### config.mk
export PLATFORM = sky130hd
export DESIGN_NAME = ast_tx
export DESIGN_NICKNAME = d
export VERILOG_FILES = /design/src/rtl/ast_pkg.sv /design/src/rtl/ast_tx.sv /design/src/rtl/ast_sync.sv /design/src/rtl/ast_chan_sel.sv
export SDC_FILE = /design/constraint.sdc
export NUM_CORES = 1
export LEC_CHECK = 0
export ABC_AREA = 1
export ABC_CLOCK_PERIOD_IN_PS = 4090
export BUFFER_PORTS_ARGS = -buffer_cell sky130_fd_sc_hd__buf_4
export CORE_MARGIN = 4
export CORE_UTILIZATION = 62
export CTS_BUF_LIST = sky130_fd_sc_hd__clkbuf_8
export DETAILED_ROUTE_END_ITERATION = 10
export PLACE_DENSITY_LB_ADDON = 0.1
export SETUP_SLACK_MARGIN = 0.5
export SLEW_MARGIN = 20
export SYNTH_ARGS = -nofsm -noshare
export SYNTH_HDL_FRONTEND = slang
export SYNTH_SLANG_ARGS = --single-unit
### constraint.sdc
create_clock -name i_clk -period 4.09 [get_ports i_clk]
set_clock_uncertainty 0.15 [all_clocks]
set_input_delay 0.409 -clock i_clk [delete_from_list [all_inputs] [get_ports i_clk]]
set_output_delay 0.409 -clock i_clk [all_outputs]
set_load 0.05 [all_outputs]
### src/rtl/ast_pkg.sv
/*
 * Shared constants and types of the audio serial transmit framer.
 * Assumes a single system clock; all widths are fixed here.
 */
package ast_pkg;

	localparam int NUM_CH = 4;

	// frame format codes
	localparam logic [1:0] FMT_TDM = 2'h0;
	localparam logic [1:0] FMT_I2S = 2'h1;
	localparam logic [1:0] FMT_LJ  = 2'h2;

	// word length codes and last bit index per code
	localparam logic [1:0] WLEN_16 = 2'h0;
	localparam logic [1:0] WLEN_20 = 2'h1;
	localparam logic [1:0] WLEN_24 = 2'h2;
	localparam logic [1:0] WLEN_32 = 2'h3;
	localparam logic [4:0] WTOP_16 = 5'h0f;
	localparam logic [4:0] WTOP_20 = 5'h13;
	localparam logic [4:0] WTOP_24 = 5'h17;
	localparam logic [4:0] WTOP_32 = 5'h1f;

	// slot numbering
	localparam logic [5:0] SLOT_LEFT0  = 6'h00;
	localparam logic [5:0] SLOT_RIGHT0 = 6'h20;
	localparam logic [5:0] SLOT_LAST   = 6'h3f;
	localparam logic [4:0] HALF_LAST   = 5'h1f;

	// byte addresses
	localparam logic [4:0] ADDR_CTRL   = 5'h00;
	localparam logic [4:0] ADDR_SLOT   = 5'h04;
	localparam logic [4:0] ADDR_DATA0  = 5'h08;
	localparam logic [4:0] ADDR_DATA1  = 5'h0c;
	localparam logic [4:0] ADDR_DATA2  = 5'h10;
	localparam logic [4:0] ADDR_DATA3  = 5'h14;
	localparam logic [4:0] ADDR_STATUS = 5'h18;

	// slot register: one channel per byte
	localparam int SLOT_STRIDE = 8;
	localparam int CTRL_BITS   = 23;

	typedef struct packed {
		logic                enable;
		logic [NUM_CH-1:0]   ch_en;
		logic                daisy_on_mp;
		logic                daisy_en;
		logic                lane2_on_mp;
		logic                lane2_en;
		logic                late_latch;
		logic                holder_en;
		logic                tristate_en;
		logic                bit_clock_invert;
		logic                frame_sync_invert;
		logic [4:0]          slot_delay;
		logic [1:0]          word_length_select;
		logic [1:0]          frame_format_select;
	} ast_cfg_t;

	localparam logic [CTRL_BITS-1:0] CTRL_RST = 23'h00000c;

	typedef struct packed {
		logic o;
		logic oe;
	} ast_lane_t;

	typedef enum logic [1:0] {AST_IDLE, AST_DELAY, AST_SHIFT} ast_state_t;

endpackage

### src/rtl/ast_tx.sv
/*
 * Audio serial transmit framer: TDM, I2S and left-justified output,
 * slave to an external bit clock and frame sync, set up over Avalon-MM.
 * Assumes bit clock well below a quarter of i_clk; the pins are
 * sampled, so the data edge trails the bit-clock edge by 3-4 clocks, 2-3 in late mode.
 */
// The implementer's own choices: the register offsets and the Avalon-MM interface to the registers.
module ast_tx (
	// clock and reset
	input  wire logic        i_clk,
	input  wire logic        i_resetn,
	// register bus
	input  wire logic [4:0]  i_avs_address,
	input  wire logic        i_avs_read,
	input  wire logic        i_avs_write,
	input  wire logic [31:0] i_avs_writedata,
	input  wire logic [3:0]  i_avs_byteenable,
	output logic      [31:0] o_avs_readdata,
	output logic             o_avs_waitrequest,
	// audio link
	input  wire logic        i_bclk,
	input  wire logic        i_frame_sync,
	output logic             o_sdout,
	output logic             o_sdout_oe,
	output logic             o_sdout_keep,
	output logic             o_sdout_keep_en,
	// shared pins
	input  wire logic        i_multipurpose_pin,
	output logic             o_multipurpose_pin,
	output logic             o_multipurpose_pin_oe,
	output logic             o_general_output_pin,
	input  wire logic        i_general_input_pin
);

	localparam int N = ast_pkg::NUM_CH;

	ast_pkg::ast_cfg_t          cfg_reg;
	logic [N-1:0][5:0]          slot_cfg_reg;
	logic [N-1:0][31:0]         hold_reg;
	logic [N-1:0][31:0]         word_reg;
	logic [31:0]                rd_mux;
	logic [31:0]                merged;
	logic                       wr_take;

	logic [3:0]                 pin_s;
	logic                       bclk_eff;
	logic                       fs_eff;
	logic                       bclk_prev_reg;
	logic                       fs_prev_reg;
	logic                       rise;
	logic                       fall;
	logic                       launch;
	logic                       sample;
	logic                       fs_up;
	logic                       fs_dn;
	logic                       is_tdm;
	logic                       is_i2s;
	logic                       is_lj;
	logic                       left_start;
	logic                       right_start;
	logic                       start;
	logic [5:0]                 start_dly;
	logic [4:0]                 wtop;

	ast_pkg::ast_state_t        state_reg;
	logic [5:0]                 dly_reg;
	logic [5:0]                 slot_reg;
	logic [4:0]                 bit_reg;
	logic [15:0]                frame_cnt_reg;
	logic                       emit_first;
	logic                       emit_run;
	logic                       emit_idle;
	logic                       emit_bit;
	logic                       last_slot;
	logic [5:0]                 cur_slot;
	logic [4:0]                 cur_bit;
	logic                       l1_own;
	logic                       l1_bit;
	logic                       l2_own;
	logic                       l2_bit;
	logic                       daisy_bit;
	ast_pkg::ast_lane_t         stg1_reg;
	ast_pkg::ast_lane_t         stg2_reg;
	logic                       emit_d_reg;
	logic                       copy;

	function automatic logic [31:0] be_merge(input logic [31:0] old_v,
	                                         input logic [31:0] new_v,
	                                         input logic [3:0]  be);
		logic [31:0] r;
		r = old_v;
		for (int b = 0; b < 4; b++) begin
			if (be[b]) begin
				r[8*b +: 8] = new_v[8*b +: 8];
			end
		end
		return r;
	endfunction

	// bus slave: one wait cycle, then answer
	always_ff @(posedge i_clk) begin
		if (!i_resetn) begin
			o_avs_waitrequest <= 1'b1;
			o_avs_readdata    <= 32'h0;
		end else if ((i_avs_read | i_avs_write) & o_avs_waitrequest) begin
			o_avs_waitrequest <= 1'b0;
			if (i_avs_read) begin
				o_avs_readdata <= rd_mux;
			end
		end else begin
			o_avs_waitrequest <= 1'b1;
		end
	end

	assign wr_take = i_avs_write & ~o_avs_waitrequest;
	assign merged  = be_merge(rd_mux, i_avs_writedata, i_avs_byteenable);

	always_comb begin
		rd_mux = 32'h0;
		unique case (i_avs_address)
			ast_pkg::ADDR_CTRL:   rd_mux = {9'h0, cfg_reg};
			ast_pkg::ADDR_SLOT: begin
				for (int c = 0; c < N; c++) begin
					rd_mux[c*ast_pkg::SLOT_STRIDE +: 6] = slot_cfg_reg[c];
				end
			end
			ast_pkg::ADDR_DATA0:  rd_mux = hold_reg[0];
			ast_pkg::ADDR_DATA1:  rd_mux = hold_reg[1];
			ast_pkg::ADDR_DATA2:  rd_mux = hold_reg[2];
			ast_pkg::ADDR_DATA3:  rd_mux = hold_reg[3];
			ast_pkg::ADDR_STATUS: begin
				rd_mux = {8'h0, frame_cnt_reg, 1'b0,
				          (state_reg != ast_pkg::AST_IDLE), slot_reg};
			end
			default:              rd_mux = 32'h0;
		endcase
	end

	// word length field, 32 at reset
	always_ff @(posedge i_clk) begin
		if (!i_resetn) begin
			cfg_reg      <= ast_pkg::ast_cfg_t'(ast_pkg::CTRL_RST);
			slot_cfg_reg <= '0;
			hold_reg     <= '0;
		end else if (wr_take) begin
			if (i_avs_address == ast_pkg::ADDR_CTRL) begin
				cfg_reg <= ast_pkg::ast_cfg_t'(merged[ast_pkg::CTRL_BITS-1:0]);
			end
			if (i_avs_address == ast_pkg::ADDR_SLOT) begin
				for (int c = 0; c < N; c++) begin
					slot_cfg_reg[c] <= merged[c*ast_pkg::SLOT_STRIDE +: 6];
				end
			end
			for (int c = 0; c < N; c++) begin
				if (i_avs_address == ast_pkg::ADDR_DATA0 + 5'(4 * c)) begin
					hold_reg[c] <= merged;
				end
			end
		end
	end

	ast_sync #(
		.WIDTH (4)
	) u_sync (
		.i_clk    (i_clk),
		.i_resetn (i_resetn),
		.i_d      ({i_general_input_pin, i_multipurpose_pin,
		            i_frame_sync, i_bclk}),
		.o_q      (pin_s)
	);

	assign is_tdm = cfg_reg.frame_format_select == ast_pkg::FMT_TDM;
	assign is_i2s = cfg_reg.frame_format_select == ast_pkg::FMT_I2S;
	assign is_lj  = cfg_reg.frame_format_select == ast_pkg::FMT_LJ;

	assign bclk_eff = pin_s[0] ^ cfg_reg.bit_clock_invert;
	assign fs_eff   = pin_s[1] ^ cfg_reg.frame_sync_invert;
	assign rise     = bclk_eff & ~bclk_prev_reg;
	assign fall     = ~bclk_eff & bclk_prev_reg;

	assign launch = is_tdm ? rise : fall;
	assign sample = is_tdm ? fall : rise;

	always_ff @(posedge i_clk) begin
		if (!i_resetn) begin
			bclk_prev_reg <= 1'b0;
		end else begin
			bclk_prev_reg <= bclk_eff;
		end
	end

	// only edges of sync matter, not width
	always_ff @(posedge i_clk) begin
		if (!i_resetn) begin
			fs_prev_reg <= 1'b0;
		end else if (sample) begin
			fs_prev_reg <= fs_eff;
		end
	end

	assign fs_up = sample & fs_eff & ~fs_prev_reg;
	assign fs_dn = sample & ~fs_eff & fs_prev_reg;

	// I2S left half on sync fall
	// LJ left half on sync rise
	assign left_start  = (is_tdm | is_lj) ? fs_up : (is_i2s & fs_dn);
	// I2S right half on sync rise
	// LJ right half on sync fall
	assign right_start = is_i2s ? fs_up : (is_lj & fs_dn);
	assign start       = cfg_reg.enable & (left_start | right_start);

	// extra delay applies to both halves
	// I2S standard timing is one cycle late
	assign start_dly = {1'b0, cfg_reg.slot_delay} + {5'h0, is_i2s};

	always_comb begin
		unique case (cfg_reg.word_length_select)
			ast_pkg::WLEN_16: wtop = ast_pkg::WTOP_16;
			ast_pkg::WLEN_20: wtop = ast_pkg::WTOP_20;
			ast_pkg::WLEN_24: wtop = ast_pkg::WTOP_24;
			ast_pkg::WLEN_32: wtop = ast_pkg::WTOP_32;
		endcase
	end

	// a half ends after slot 31 of its own
	// even if the phase runs longer
	assign last_slot = is_tdm ? (slot_reg == ast_pkg::SLOT_LAST)
	                          : (slot_reg[4:0] == ast_pkg::HALF_LAST);

	// zero delay puts msb out at the sync edge
	assign emit_first = start & (start_dly == 6'h00);
	assign emit_run   = launch & ~start &
	                    ((state_reg == ast_pkg::AST_SHIFT) |
	                     ((state_reg == ast_pkg::AST_DELAY) &
	                      (dly_reg == 6'h01)));
	assign emit_idle  = launch & ~start & ~emit_run;
	assign emit_bit   = emit_first | emit_run;

	assign cur_slot = start ? (left_start ? ast_pkg::SLOT_LEFT0
	                                      : ast_pkg::SLOT_RIGHT0)
	                        : slot_reg;
	assign cur_bit  = start ? 5'h00 : bit_reg;

	always_ff @(posedge i_clk) begin
		if (!i_resetn) begin
			state_reg <= ast_pkg::AST_IDLE;
			dly_reg   <= 6'h00;
			slot_reg  <= 6'h00;
			bit_reg   <= 5'h00;
		end else if (!cfg_reg.enable) begin
			state_reg <= ast_pkg::AST_IDLE;
		end else if (start) begin
			slot_reg <= cur_slot;
			dly_reg  <= start_dly;
			if (emit_first) begin
				state_reg <= ast_pkg::AST_SHIFT;
				bit_reg   <= 5'h01;
			end else begin
				state_reg <= ast_pkg::AST_DELAY;
				bit_reg   <= 5'h00;
			end
		end else if (emit_run) begin
			state_reg <= ast_pkg::AST_SHIFT;
			if (bit_reg == wtop) begin
				bit_reg <= 5'h00;
				if (last_slot) begin
					state_reg <= ast_pkg::AST_IDLE;
				end else begin
					slot_reg <= slot_reg + 6'h01;
				end
			end else begin
				bit_reg <= bit_reg + 5'h01;
			end
		end else if (launch && state_reg == ast_pkg::AST_DELAY) begin
			// count off the slot start delay
			dly_reg <= dly_reg - 6'h01;
		end
	end

	// words are taken once per frame; a zero-delay LJ right half still reads its first bit from hold_reg
	always_ff @(posedge i_clk) begin
		if (!i_resetn) begin
			word_reg      <= '0;
			frame_cnt_reg <= 16'h0;
		end else if (cfg_reg.enable & left_start) begin
			word_reg      <= hold_reg;
			frame_cnt_reg <= frame_cnt_reg + 16'h1;
		end
	end

	ast_chan_sel #(
		.N_CH (N)
	) u_sel (
		.i_slot     (cur_slot),
		.i_bit      (cur_bit),
		.i_slots    (slot_cfg_reg),
		.i_words    (start ? hold_reg : word_reg),
		.i_ch_en    (cfg_reg.ch_en),
		.i_lane2_en (cfg_reg.lane2_en),
		.o_l1_own   (l1_own),
		.o_l1_bit   (l1_bit),
		.o_l2_own   (l2_own),
		.o_l2_bit   (l2_bit)
	);

	assign daisy_bit = cfg_reg.daisy_on_mp ? pin_s[2] : pin_s[3];

	always_ff @(posedge i_clk) begin
		if (!i_resetn) begin
			stg1_reg <= '0;
			stg2_reg <= '0;
		end else if (!cfg_reg.enable) begin
			stg1_reg <= '0;
			stg2_reg <= '0;
		end else if (emit_bit & l1_own) begin
			stg1_reg <= '{o: l1_bit, oe: 1'b1};
			stg2_reg <= '{o: l2_bit, oe: l2_own | ~cfg_reg.tristate_en};
		end else if (emit_bit | emit_idle) begin
			// foreign slots pass the chain through
			if (cfg_reg.daisy_en) begin
				stg1_reg <= '{o: daisy_bit, oe: 1'b1};
			end else begin
				stg1_reg <= '{o: 1'b0, oe: ~cfg_reg.tristate_en};
			end
			stg2_reg <= '{o: l2_bit & emit_bit,
			              oe: (l2_own & emit_bit) | ~cfg_reg.tristate_en};
		end
	end

	always_ff @(posedge i_clk) begin
		if (!i_resetn) begin
			emit_d_reg <= 1'b0;
		end else begin
			emit_d_reg <= emit_bit | emit_idle;
		end
	end

	// late mode holds data an extra half cycle
	assign copy = cfg_reg.late_latch ? sample : emit_d_reg;

	always_ff @(posedge i_clk) begin
		if (!i_resetn) begin
			o_sdout               <= 1'b0;
			o_sdout_oe            <= 1'b0;
			o_multipurpose_pin    <= 1'b0;
			o_multipurpose_pin_oe <= 1'b0;
			o_general_output_pin  <= 1'b0;
		end else if (copy) begin
			o_sdout    <= stg1_reg.o;
			o_sdout_oe <= stg1_reg.oe;
			// lane 2 on shared or output pin
			if (cfg_reg.lane2_en & cfg_reg.lane2_on_mp) begin
				o_multipurpose_pin    <= stg2_reg.o;
				o_multipurpose_pin_oe <= stg2_reg.oe;
			end else begin
				o_multipurpose_pin    <= 1'b0;
				o_multipurpose_pin_oe <= 1'b0;
			end
			o_general_output_pin <= cfg_reg.lane2_en & ~cfg_reg.lane2_on_mp
			                        & stg2_reg.o;
		end
	end

	// holder keeps the last driven level
	always_ff @(posedge i_clk) begin
		if (!i_resetn) begin
			o_sdout_keep    <= 1'b0;
			o_sdout_keep_en <= 1'b0;
		end else begin
			if (o_sdout_oe) begin
				o_sdout_keep <= o_sdout;
			end
			// track the next enable so holder and driver never overlap
			o_sdout_keep_en <= cfg_reg.holder_en
			                   & ~(copy ? stg1_reg.oe : o_sdout_oe);
		end
	end

endmodule

### src/rtl/ast_sync.sv
/*
 * Two-stage synchroniser for a group of pin inputs.
 * Assumes inputs are asynchronous levels; bits are not coherent.
 */
module ast_sync #(
	parameter int WIDTH = 4
) (
	// clock and reset
	input  wire logic             i_clk,
	input  wire logic             i_resetn,
	// levels
	input  wire logic [WIDTH-1:0] i_d,
	output logic      [WIDTH-1:0] o_q
);

	logic [WIDTH-1:0] meta_reg;

	always_ff @(posedge i_clk) begin
		if (!i_resetn) begin
			meta_reg <= '0;
			o_q      <= '0;
		end else begin
			meta_reg <= i_d;
			o_q      <= meta_reg;
		end
	end

endmodule

### src/rtl/ast_chan_sel.sv
/*
 * Picks the data bit for the current slot and bit from the channels.
 * Pure combinational; assumes words are MSB-aligned at bit 31.
 */
module ast_chan_sel #(
	parameter int N_CH = 4
) (
	// position
	input  wire logic [5:0]             i_slot,
	input  wire logic [4:0]             i_bit,
	// channel setup
	input  wire logic [N_CH-1:0][5:0]   i_slots,
	input  wire logic [N_CH-1:0][31:0]  i_words,
	input  wire logic [N_CH-1:0]        i_ch_en,
	input  wire logic                   i_lane2_en,
	// per-lane result
	output logic                        o_l1_own,
	output logic                        o_l1_bit,
	output logic                        o_l2_own,
	output logic                        o_l2_bit
);

	logic [N_CH-1:0] hit;
	logic [N_CH-1:0] val;
	logic [N_CH-1:0] on_l2;

	genvar n;
	generate
		for (n = 0; n < N_CH; n++) begin : g_ch
			assign hit[n]   = i_ch_en[n] & (i_slots[n] == i_slot);
			assign val[n]   = i_words[n][~i_bit];
			assign on_l2[n] = i_lane2_en & (n >= N_CH / 2);
		end
	endgenerate

	assign o_l1_own = |(hit & ~on_l2);
	assign o_l1_bit = |(hit & ~on_l2 & val);
	assign o_l2_own = |(hit & on_l2);
	assign o_l2_bit = |(hit & on_l2 & val);

endmodule

# [After elaboration in Yosys (flattened, before gate mapping)]
# Index checks and enable logic that the tools add are counted.
# W data, S select, Z words.
[totals] regBits=393 word_cells=214
[op_classes] addsub=5 order_cmp=1 n_eq_ne=23 muxes=57 bitwise_logic=54 reduce_logical=25
[op_table] operator="$mux W128" n=1
[op_table] operator="$pmux W6 S7" n=3
[op_table] operator="$mux W6" n=9
[op_table] operator="$pmux W2 S6" n=3
[op_table] operator="$mux W8" n=4
[op_table] operator="$pmux W6 S5" n=1
[op_table] operator="$and A1 B1 Y1" n=28
[op_table] operator="$eq A6 B6 Y1" n=4
[op_table] operator="$bmux W1 S5" n=4
[op_table] operator="$eq A5 B5 Y1 const B" n=4
[op_table] operator="$mux W2" n=10
[op_table] operator="$mux W5" n=4
[op_table] operator="$pmux W5 S4" n=1
[op_table] operator="$reduce_and A2 Y1" n=9
[op_table] operator="$add A16 B1 Y16 const B" n=1
[op_table] operator="$and A4 B4 Y4" n=4
[op_table] operator="$mux W1" n=16
[op_table] operator="$reduce_or A4 Y1" n=4
[op_table] operator="$eq A5 B4 Y1 const B" n=2
[op_table] operator="$not A1 Y1" n=10
[op_table] operator="$reduce_bool A2 Y1" n=5
[op_table] operator="$eq A2 B2 Y1 const B" n=4
[op_table] operator="$or A1 B1 Y1" n=8
[op_table] operator="$pmux W2 S4" n=1
[op_table] operator="other kinds (20)" n=25

# [Logic depth before layout (Yosys ltp)]
# Gate-level depths: netlist of run 1.
[depth] ltp_word=19 ltp_mapped=21

# [By module]
# From an unflattened synthesis of run 1, not the netlist that was laid out.
[hier_totals] cells_unflattened=2862 area_unflattened_um2=19184.6
[modules_own_cells] mod="ast_tx" instances=1 cells_each=2431 area_each_um2=17159.0 seq_area_each_um2=7707.4
[modules_own_cells] mod="ast_chan_sel" instances=1 cells_each=406 area_each_um2=1800.5 seq_area_each_um2=0.0
[modules_own_cells] mod="ast_sync" instances=1 cells_each=25 area_each_um2=225.2 seq_area_each_um2=160.2

# [Worst setup path after synthesis of run 1]
# Ideal clock, no wire load.
[synth_path] kind="in2reg" startpoint="input i_avs_address[1]" endpoint="register slot_cfg_reg[0] (netlist bit)" setup_ns=0.142 t_arrival_ns=1.971 t_required_ns=3.798 slack_ns=1.828 path_stages=9 cell_sequence="nor2_1 -> nand2_1 -> nor3_2 -> inv_1 -> clkbuf_1 -> nor2_1 -> clkbuf_1 -> buf_2 -> a21oi_1"
[synth_between] elab_chain_len=3 elab_cells_between_ends=10 classes_between="6 x eq/ne; 2 x mux; 2 x reduce/logical"
[synth_rtl] element="from (decl)" line="ast_tx.sv:13" rtl="input wire logic [4:0] i_avs_address,"
[synth_rtl] element="$eq A5 B5 Y1, or another cell as far along" line="ast_tx.sv:120" rtl="unique case (i_avs_address)"
[synth_rtl] element="$pmux W6 S7" line="ast_tx.sv:120"
[synth_rtl] element="$mux W8" line="ast_tx.sv:93" rtl="if (be[b]) begin"
[synth_rtl] element="to (signal, indexed assignment)" line="ast_tx.sv:151" rtl="slot_cfg_reg[c] <= merged[c*ast_pkg::SLOT_STRIDE +: 6];"
[synth_rtl] element="to (decl)" line="ast_tx.sv:38" rtl="logic [N-1:0][5:0] slot_cfg_reg;"
# Several ways; a longest one is shown, not always the timed one.
# A chain may end at the register's enable or synchronous reset.

# [Worst setup path in the final report of run 1]
[layout_path] startpoint="register cfg_reg[9] (netlist bit)" endpoint="register stg1_reg[1] (netlist bit)"
[layout_between] elab_chain_len=15 elab_cells_between_ends=48 classes_between="4 x eq/ne; 15 x mux; 26 x bitwise; 3 x reduce/logical"
[layout_rtl] element="from (decl)" line="ast_tx.sv:37" rtl="ast_pkg::ast_cfg_t cfg_reg;"
[layout_rtl] element="from (signal assigned)" line="ast_tx.sv:142" rtl="cfg_reg <= ast_pkg::ast_cfg_t'(ast_pkg::CTRL_RST);"
[layout_rtl] element="from (signal assigned)" line="ast_tx.sv:147" rtl="cfg_reg <= ast_pkg::ast_cfg_t'(merged[ast_pkg::CTRL_BITS-1:0]);"
[layout_rtl] element="$xor A1 B1 Y1 (*)" line="ast_tx.sv:177" rtl="assign fs_eff = pin_s[1] ^ cfg_reg.frame_sync_invert;"
[layout_rtl] element="$not A1 Y1" line="ast_tx.sv:202" rtl="assign fs_dn = sample & ~fs_eff & fs_prev_reg;"
[layout_rtl] element="$and A1 B1 Y1 (2 in series)" line="ast_tx.sv:202"
[layout_rtl] element="$and A1 B1 Y1 (on tied branches)" line="ast_tx.sv:206, ast_tx.sv:209"
[layout_rtl] element="$mux W1 (on tied branches)" line="ast_tx.sv:206, ast_tx.sv:209"
[layout_rtl] element="$or A1 B1 Y1" line="ast_tx.sv:210" rtl="assign start = cfg_reg.enable & (left_start | right_start);"
[layout_rtl] element="$and A1 B1 Y1" line="ast_tx.sv:210"
[layout_rtl] element="$mux W5, or another cell as far along" line="ast_tx.sv:242" rtl="assign cur_bit = start ? 5'h00 : bit_reg;"
[layout_rtl] element="$not A5 Y5, or another cell as far along" line="ast_chan_sel.sv:31" rtl="assign val[n] = i_words[n][~i_bit];"
[layout_rtl] element="$bmux W1 S5, or another cell as far along" line="ast_chan_sel.sv:31"
[layout_rtl] element="$mux W1 (not written as such), or another cell as far along" line="ast_chan_sel.sv:31"
[layout_rtl] element="$and A4 B4 Y4, or another cell as far along" line="ast_chan_sel.sv:37" rtl="assign o_l1_bit = |(hit & ~on_l2 & val);"
[layout_rtl] element="$reduce_or A4 Y1, or another cell as far along" line="ast_chan_sel.sv:37"
[layout_rtl] element="$mux W2 / $reduce_bool A2 Y1 (equally long branches)"
[layout_rtl] element="to (signal assigned)" line="ast_tx.sv:316" rtl="stg1_reg <= '{o: l1_bit, oe: 1'b1};"
[layout_rtl] element="to (signal assigned)" line="ast_tx.sv:321" rtl="stg1_reg <= '{o: daisy_bit, oe: 1'b1};"
[layout_rtl] element="to (signal assigned)" line="ast_tx.sv:323" rtl="stg1_reg <= '{o: 1'b0, oe: ~cfg_reg.tristate_en};"
[layout_rtl] element="to (decl)" line="ast_tx.sv:82" rtl="ast_pkg::ast_lane_t stg1_reg;"
# Mark *: on every way between the ends. The rest lies on a longest branch, timed or not. The select of a mux whose other input is x is not followed.

==> results of run 1 <==
[worst max-delay path: stages (launching register included)]
cell	delay (ns)
sky130_fd_sc_hd__dfxtp_1	0.38
sky130_fd_sc_hd__xor2_1	0.29
sky130_fd_sc_hd__nor2_1	0.09
sky130_fd_sc_hd__nand3_1	0.15
sky130_fd_sc_hd__nand2_4	0.12
sky130_fd_sc_hd__nand2_4	0.26
sky130_fd_sc_hd__buf_4	0.38
sky130_fd_sc_hd__nand2_1	0.23
sky130_fd_sc_hd__nand2_1	0.10
sky130_fd_sc_hd__o21ai_0	0.08
sky130_fd_sc_hd__nor2_1	0.09
sky130_fd_sc_hd__nand2_1	0.05
sky130_fd_sc_hd__nor2_1	0.36
sky130_fd_sc_hd__nor2_1	0.08
sky130_fd_sc_hd__nand3_1	0.09
sky130_fd_sc_hd__nand2_1	0.10
sky130_fd_sc_hd__a21oi_1	0.15
sky130_fd_sc_hd__a21oi_1	0.08
[layer usage]
layer | wire length (um) | GRT usage (%) | vias up
li1 | - | - | 8323
met1 | 26400 | 58.6 | 8467
met4 | 2730 | 15.0 | 2
met2 | 25800 | 57.1 | 1394
met5 | 11 | 0 | -
met3 | 10200 | 13.8 | 226
[stage by stage]
step	hold slack, ns	instances	utilization, %	setup slack [ns]	power (W)
after floorplan	0.240	2415	-	1.83	0.00424
after global placement	0.248	2761	66.6	0.676	0.00442
after detailed placement	0.252	2761	66.6	0.855	0.00442
after CTS	0.0546	2884	71.5	0.841	0.00785
after global routing	0.0995	2884	71.5	0.529	0.00806
final	0.0863	2886	71.5	0.725	0.00786
[area by class of cell]
class,count,area share [%]
clock inverter,33,0.794
clock buffer,84,5.77
tap,378,2.36
antenna,2,0.0250
multi-input combinational,1587,41.0
timing repair buffer,143,5.72
sequential,393,39.3
inverter,266,4.99
[synthesized netlist by cell type (3+ instances only)]
| master | number | area, sq um |
|---|---|---|
| sky130_fd_sc_hd__nand3b_1 | 7 | 52.6 |
| sky130_fd_sc_hd__nand3_1 | 181 | 906 |
| sky130_fd_sc_hd__nor3_2 | 6 | 60.1 |
| sky130_fd_sc_hd__a221oi_1 | 28 | 245 |
| sky130_fd_sc_hd__nand3_2 | 4 | 40.0 |
| sky130_fd_sc_hd__xor2_1 | 11 | 96.3 |
| sky130_fd_sc_hd__buf_1 | 9 | 33.8 |
| sky130_fd_sc_hd__a21oi_1 | 337 | 1690 |
| sky130_fd_sc_hd__buf_6 | 5 | 56.3 |
| sky130_fd_sc_hd__o221ai_1 | 4 | 35.0 |
| sky130_fd_sc_hd__inv_2 | 6 | 22.5 |
| sky130_fd_sc_hd__nand4_1 | 3 | 18.8 |
| sky130_fd_sc_hd__inv_1 | 256 | 961 |
| sky130_fd_sc_hd__o2111ai_1 | 24 | 210 |
| sky130_fd_sc_hd__nand2_1 | 269 | 1010 |
| sky130_fd_sc_hd__o21bai_1 | 25 | 188 |
| sky130_fd_sc_hd__o211ai_1 | 11 | 82.6 |
| sky130_fd_sc_hd__nor4_1 | 4 | 25.0 |
| sky130_fd_sc_hd__o22ai_1 | 20 | 125 |
| sky130_fd_sc_hd__mux2i_1 | 23 | 230 |
| sky130_fd_sc_hd__o21ai_1 | 4 | 20.0 |
| sky130_fd_sc_hd__clkinv_1 | 4 | 15.0 |
| sky130_fd_sc_hd__nor2_1 | 144 | 541 |
| sky130_fd_sc_hd__nor3_1 | 15 | 75.1 |
| sky130_fd_sc_hd__nand2_2 | 8 | 50.1 |
| sky130_fd_sc_hd__dfxtp_1 | 393 | 7870 |
| sky130_fd_sc_hd__o21ai_0 | 415 | 2080 |
| sky130_fd_sc_hd__buf_2 | 17 | 85.1 |
| sky130_fd_sc_hd__ha_1 | 10 | 125 |
| sky130_fd_sc_hd__a31oi_1 | 5 | 31.3 |
| sky130_fd_sc_hd__a211oi_1 | 10 | 75.1 |
| sky130_fd_sc_hd__nor3b_1 | 4 | 30.0 |
| sky130_fd_sc_hd__clkbuf_1 | 136 | 510 |
[worst max-delay path by stage]
stage | from | to | slack, ns | cells past startpoint
floorplan | i_avs_address[1] | slot_cfg_reg[0] | 1.83 | 9
global placement | i_avs_address[2] | cfg_reg[3] | 0.68 | 9
detailed placement | i_avs_address[1] | hold_reg[99] | 0.86 | 10
CTS | cfg_reg[9] | stg1_reg[1] | 0.84 | 17
global route | cfg_reg[10] | stg1_reg[1] | 0.53 | 20
finish | cfg_reg[9] | stg1_reg[1] | 0.73 | 17
[power groups by stage]
stage | sequential (W) | combinational, W | clock, W
5_1_grt | 0.00390 | 0.000494 | 0.00367
4_1_cts | 0.00389 | 0.000458 | 0.00350
3_3_place_gp | 0.00397 | 0.000447 | 0
3_5_place_dp | 0.00397 | 0.000450 | 0
6_report | 0.00389 | 0.000470 | 0.00350
2_1_floorplan | 0.00406 | 0.000183 | 0
[cells by family (layout without fill, tap and decap cells)]
family | Yosys count | count (layout) | share of synthesized area, %
AOI/OAI and AO/OA | 893 | 893 | 27.4
xor gates and xnor gates | 12 | 12 | 0.593
adders and majority gates | 10 | 10 | 0.706
buffers and inverters | 435 | 526 | 9.58
DFF | 393 | 393 | 44.4
muxes | 23 | 23 | 1.30
other | 0 | 2 | 0
and+or+nand+nor | 649 | 649 | 16.0
==> results.md, run 1 <==
Global route:
- The via count of the first global-routing pass came to 17049.
- For this run the aggregate overflow at the end of global routing stands at 0.
- Global routing consumed, over all layers together, 40.9% of the routing resources.
- The wire length of the first global-routing pass is 99700 um.
- The number of antenna violations at the first check in global routing is 3.
- Entering global routing, the biggest net connects 143 pins.

Critical path:
- The worst setup path category is reg2reg.
- The data required time of the critical path is 4.42 ns.
- STA classifies the critical path endpoint as a register.
- Across all register-to-register paths, the minimum setup slack is 0.73 ns.
- The worst setup path is launched from a register.
- The arrival time at the worst endpoint is 3.69 ns.
- The number of cells on the worst reg-to-reg path is 17.
- Along the worst path, the maximum fanout reaches 25.
- The startpoint identified for the worst register-to-register timing path is cfg_reg[9].
- The endpoint of the most critical register-to-register path is stg1_reg[1].

Yosys:
- For this run, the number of Yosys warnings is 0.
- The synthesized area divided by synthesized cell count is 7.34 sq um.
- The number of library cell types mapped by synthesis is 43.
- After synthesis the cells add up to 17700 sq um.
- The synthesized design contains 0 enable-type register cells.
- The share of async-settable or async-resettable flops after synthesis is 0%.
- Synthesis handed over a netlist of 2415 instances.
- After synthesis, flip-flops and latches occupy 44.4% of the total area.
- The number of nets in the synthesized netlist is 2474.
- Synthesis inferred 393 register bits.
- For this run, the leading register cell type out of synthesis is sky130_fd_sc_hd__dfxtp_1.

Drt:
- The ratio of routed vias to standard cells is 6.38.
- The pre-antenna-repair detailed-routing pass consisted of 8 iterations.
- In the final routed layout, each cell accounts on average for 22.6 um.
- The remaining number of nets flagged by the antenna check after routing is 0.
- The number of vias after detailed routing is 18412.
- The total wire length after detailed routing is 65200 um.
- The post-route DRC violation count is 0.
- For this block, the initial DRC count from the detailed router was 2955.

Cells and area:
- The number of filler instances in the final layout is 2358.
- The commonest non-fill, non-tap cell in the layout is sky130_fd_sc_hd__o21ai_0.
- In the final layout, the share of cells above drive strength 1 is 10.7%.
- The library cells used most frequently in the layout, excluding fill and tap cells, are sky130_fd_sc_hd__o21ai_0 (415), sky130_fd_sc_hd__dfxtp_1 (392), sky130_fd_sc_hd__a21oi_1 (337).
- Summing all flip-flop and latch instances after layout gives 7870 sq um.
- For this run, the post-layout net count is 2517.
- The layout overhead on the synthesized area is 12.9%.
- The post-route cell area is 20000 sq um.
- The multi-input combinational cell area is 8220 sq um.

Die:
- For this configuration, the core starts out at a cell density of 63.3%.
- In this run the core area contains 61 standard-cell rows.
- The die extent in y is 177 um.
- For this design the top-level I/O count stands at 89.
- The area of the die is 31400 sq um.
- The floorplan step set the die width to 177 um.
- The core region is 28000 sq um.

CTS:
- Clock latency on the worst-skew pair, taken at its later pin, is 0.59 ns.
- Gates resized during post-CTS repair numbered 0.
- Counting every sink on the clock net gives 393.
- The clock tree root buffer cell is sky130_fd_sc_hd__clkbuf_8.
- The CTS clock-pin slew for the worst setup and hold paths is 0.07 ns.
- The CTS tree is yes.
- The maximum count of clock buffers along a single path is 3.
- Hold repair after CTS inserted 6 buffers.
- In this run, CTS created clock tree buffers numbering 67.
- The depth of the CTS H-tree is 3.
- The number of setup buffers added after CTS is 0.

Timing:
- Based on the critical path, the design can be clocked at up to 0.297 GHz.
- Setup repair after global routing left no endpoint under its margin.
- The hold violation count in the final report is 0.
- In the final timing run, aggregate negative setup slack is 0 ns.
- Setup violations remaining at the end of the flow were counted as 0.
- The post-route clock period utilization is 82.3%.
- The time the worst path needs with I/O delays and setup is 3.36 ns.
- The final max-slew violation count is 0.
- Measured against its own limit, the worst slew margin works out to 25.8%.
- The transition time at the pin with the least slew margin is 1.10 ns.

Min path:
- The count of cells along the worst hold path is 3.
- The worst hold endpoint is hold_reg[58].
- The worst hold path belongs to the class in2reg.
- In this run the most critical hold path is launched from i_avs_writedata[26].

Pwr:
- The clock power share is 44.5%.
- Power spread over the standard cell area amounts to 393 nW/um^2.
- The portion of total power attributed to combinational logic is 6.0%.
- The proportion of power drawn by flip-flops and latches is 49.5%.
- The worst-case IR drop observed on VDD is 0.300 mV.
- The internal portion of the total power is 0.00586 W.
- The net switching power is 0.00200 W.
- The analysis attributes to cell leakage a power of 8.22 nW.
- In this run switching power makes up 25.4% of total power.

Placed design:
- The routability congestion estimate is 0.998.
- The detailed placer's ending HPWL is 44200 um.
- The count of input and output buffers is 88.
- The cell area after placement is 18600 sq um.

Run status:
- The flow ran to the end, and the final reports show no timing, DRC or antenna violations.

Run:
- The tool flagged a number of max-cap violations equal to 0.
No activity file was read; power rests on OpenSTA's default activity.
==> inputs of run 2 (changes only) <==
Settings changed: ABC_CLOCK_PERIOD_IN_PS 4090 to 2800, CORE_UTILIZATION 62 to 57.
Clock period 4.09 ns to 2.8 ns, I/O delays scaled along.
==> run 2 against run 1 <==
Final area is 13% higher. Combinational power is 69% higher. Die area is 8.4% higher. Power is 47% higher. Core utilization is 2.3 points higher. Final cell count is 5.4% higher. First-iteration DRC count is 5.8% lower. Largest power group unchanged. Highest routed layer is now met4.
==> results.md, run 2 (synthesis gave the netlist of run 1 again) <==
Drt:
- The routed layout has 19279 vias.
- In the final routed layout, each cell accounts on average for 23.8 um.
- The total wire length after detailed routing is 72300 um.
- The ratio of routed vias to standard cells is 6.34.
- In this run, the number of DRC markers left after iteration 0 of detailed routing was 2784.
- In this run the remaining antenna-violating nets after routing total 0.
- The count of TritonRoute iterations in the first routing pass is 7.
- After detailed routing, the number of remaining DRC violations is 0.

CTS:
- The clock tree synthesis step divided the H-tree into 2 levels.
- CTS saw 393 sinks.
- Counting the buffers created by CTS gives 61.
- After clock tree synthesis, the clock-pin slew on the worst setup and hold paths is 0.07 ns.
- The clock tree root buffer cell is sky130_fd_sc_hd__clkbuf_8.
- The CTS tree is yes.
- The clock reaches the later pin of the worst-skew pair after 0.63 ns.
- The clock passes through at most 3 buffers.

Timing:
- The hold violation count in the final report is 0.
- Across all setup checks in the final design, the least slack found is 0.190 ns.
- Adding up every negative setup slack in the final design gives 0 ns.
- The time the worst path needs with I/O delays and setup is 2.61 ns.
- For this run, the top clock speed supported by timing is 0.383 GHz.
- The final max-slew violation count is 0.
- The tightest hold path in the finished design has a slack of 0.0383 ns.
- In the finished design, the share of the clock period the worst path needs comes to 93.2%.
- Measured against its own limit, the worst slew margin works out to 36.0%.
- Setup repair after global routing could not meet its margin everywhere.
- The final setup violation count is 0.
- The transition time at the pin with the least slew margin is 0.951 ns.

Die:
- The initial standard-cell utilization of the core is 57.8%.
- After floorplanning, the core was sized to cover 30700 sq um.
- The area of the die is 34000 sq um.
- The number of I/O pins is 89.
- The die is 184 um wide.
- The count of standard-cell rows is 64.
- The floorplan step set the die height to 184 um.

Cells and area:
- The library cells used most frequently in the layout, excluding fill and tap cells, are sky130_fd_sc_hd__dfxtp_1 (386), sky130_fd_sc_hd__o21ai_0 (372), sky130_fd_sc_hd__a21oi_1 (335).
- The post-route cell area is 22600 sq um.
- At the end of the flow, the number of nets in the layout was 2656.
- From synthesis to final layout, the design area changed by 27.6%.
- After filler insertion, the fill cell instance count of the layout stands at 2374.
- In the final layout, the share of cells above drive strength 1 is 19.0%.
- Summing all flip-flop and latch instances after layout gives 7880 sq um.
- Leaving out fill and tap cells, the most frequent cell in the layout is sky130_fd_sc_hd__dfxtp_1.
- The multi-input combinational cell area is 8960 sq um.

Placed design:
- The cell area after placement is 19200 sq um.
- The count of input and output buffers is 88.
- The routability congestion estimate is 0.990.
- Prior to clock tree synthesis, the placed netlist has a worst setup slack of -0.142 ns.
- The detailed placer's ending HPWL is 46100 um.

Global route:
- For this run the aggregate overflow at the end of global routing stands at 0.
- The overall track demand over capacity in global routing is 39.0%.
- The wire length of the first global-routing pass is 103000 um.
- The via count of the first global-routing pass came to 17265.
- The pin count of the biggest net entering global routing is 119.
- The number of antenna violations at the first check in global routing is 1.

Critical path:
- The data required time of the critical path is 3.16 ns.
- The worst setup path is launched from a register.
- The arrival time at the worst endpoint is 2.97 ns.
- The worst setup path is captured at a register.
- The critical path in this run is classified as reg2reg.
- Of all nets on the critical path, the largest fanout is 18.

Pwr:
- The largest voltage drop on the vdd net is 0.469 mV.
- In this run the power density over the cells is 511 nW/um^2.
- In this run the static leakage power is 9.36 nW.
- The design draws 0.0116 W.

Run:
- Across the run, the number of max-cap violations was 0.

Run status:
- The flow ran to the end, and the final reports show no timing, DRC or antenna violations.

Min path:
- The class of the tightest hold or removal check is in2reg.
[run 2: cell count changes in the layout (fill, tap and decap cells not counted), moves of 18 or more]
cell                            previous run  this run
sky130_fd_sc_hd__dlygate4sd3_1             6        33
sky130_fd_sc_hd__nor2_1                  138       120
sky130_fd_sc_hd__o21ai_0                 415       372
sky130_fd_sc_hd__buf_12                    4        23
sky130_fd_sc_hd__buf_4                   132       189
sky130_fd_sc_hd__nand2_1                 269       247
sky130_fd_sc_hd__nand3_2                   3        24
sky130_fd_sc_hd__o21ai_1                   4        26
sky130_fd_sc_hd__nand3_1                 181       154
[run 2: worst paths after layout]
path,start,endpoint,slack (ns),cells after the start
max,cfg_reg[0],stg1_reg[1],0.19,14
min,i_avs_byteenable[3],hold_reg[90],0.04,3
max reg2reg,cfg_reg[0],stg1_reg[1],0.19,14
min reg2reg,u_sync.meta_reg[3],u_sync.o_q[3],0.26,2
[run 2: final cells by class]
type / instances / share of cell area, %
Clock inverter: 26 / 0.603
Timing Repair Buffer: 286 / 13.2
Antenna cell: 3 / 0.0332
Timing Repair inverter: 1 / 0.0221
Clock buffer: 84 / 5.11
Inverter: 266 / 4.48
Tap cell: 396 / 2.19
Sequential cell: 393 / 34.8
Multi-Input combinational cell: 1588 / 39.6
[run 2: timing repair]
item,4_1_cts,5_1_grt
gates resized for setup,113,162
buffers inserted,20,17
pin swaps,34,43
hold buffers,32,1
hold endpoints to repair,152,6
gates cloned,6,14
setup endpoints to repair,102,138
[run 2: worst max-delay path: stages, from the launching register on]
cell and delay [ns]:
sky130_fd_sc_hd__dfxtp_4 0.36, sky130_fd_sc_hd__buf_4 0.15, sky130_fd_sc_hd__a21oi_4 0.35, sky130_fd_sc_hd__nand2_8 0.17, sky130_fd_sc_hd__buf_6 0.16, sky130_fd_sc_hd__buf_12 0.14
sky130_fd_sc_hd__nand2_4 0.07, sky130_fd_sc_hd__clkinvlp_4 0.18, sky130_fd_sc_hd__buf_6 0.17, sky130_fd_sc_hd__nand3_1 0.09, sky130_fd_sc_hd__nand3_1 0.09, sky130_fd_sc_hd__nand3_1 0.08
sky130_fd_sc_hd__nand2_1 0.08, sky130_fd_sc_hd__o21ai_2 0.14, sky130_fd_sc_hd__a21oi_1 0.08
[run 2: metal layers]
layer  wire [um]  vias to the layer above  GRT usage, %
met2       29600                     1381          55.6
met1       28900                     9034          56.0
met5           0                        -             0
li1            -                     8641             -
met3       11000                      223          12.9
met4        2770                        0          12.4
[run 2: power by group]
group	switching, W	internal (W)
Combinational	0.000526	0.000270
Clock	0.00233	0.00274
Sequential	0.0000376	0.00565
[run 2: through the flow]
stage	instances	util (%)
3_5_place_dp	2840	62.8
5_1_grt	3040	73.8
3_3_place_gp	2840	62.8
2_1_floorplan	2415	-
6_report	3043	73.8
4_1_cts	3008	70.5
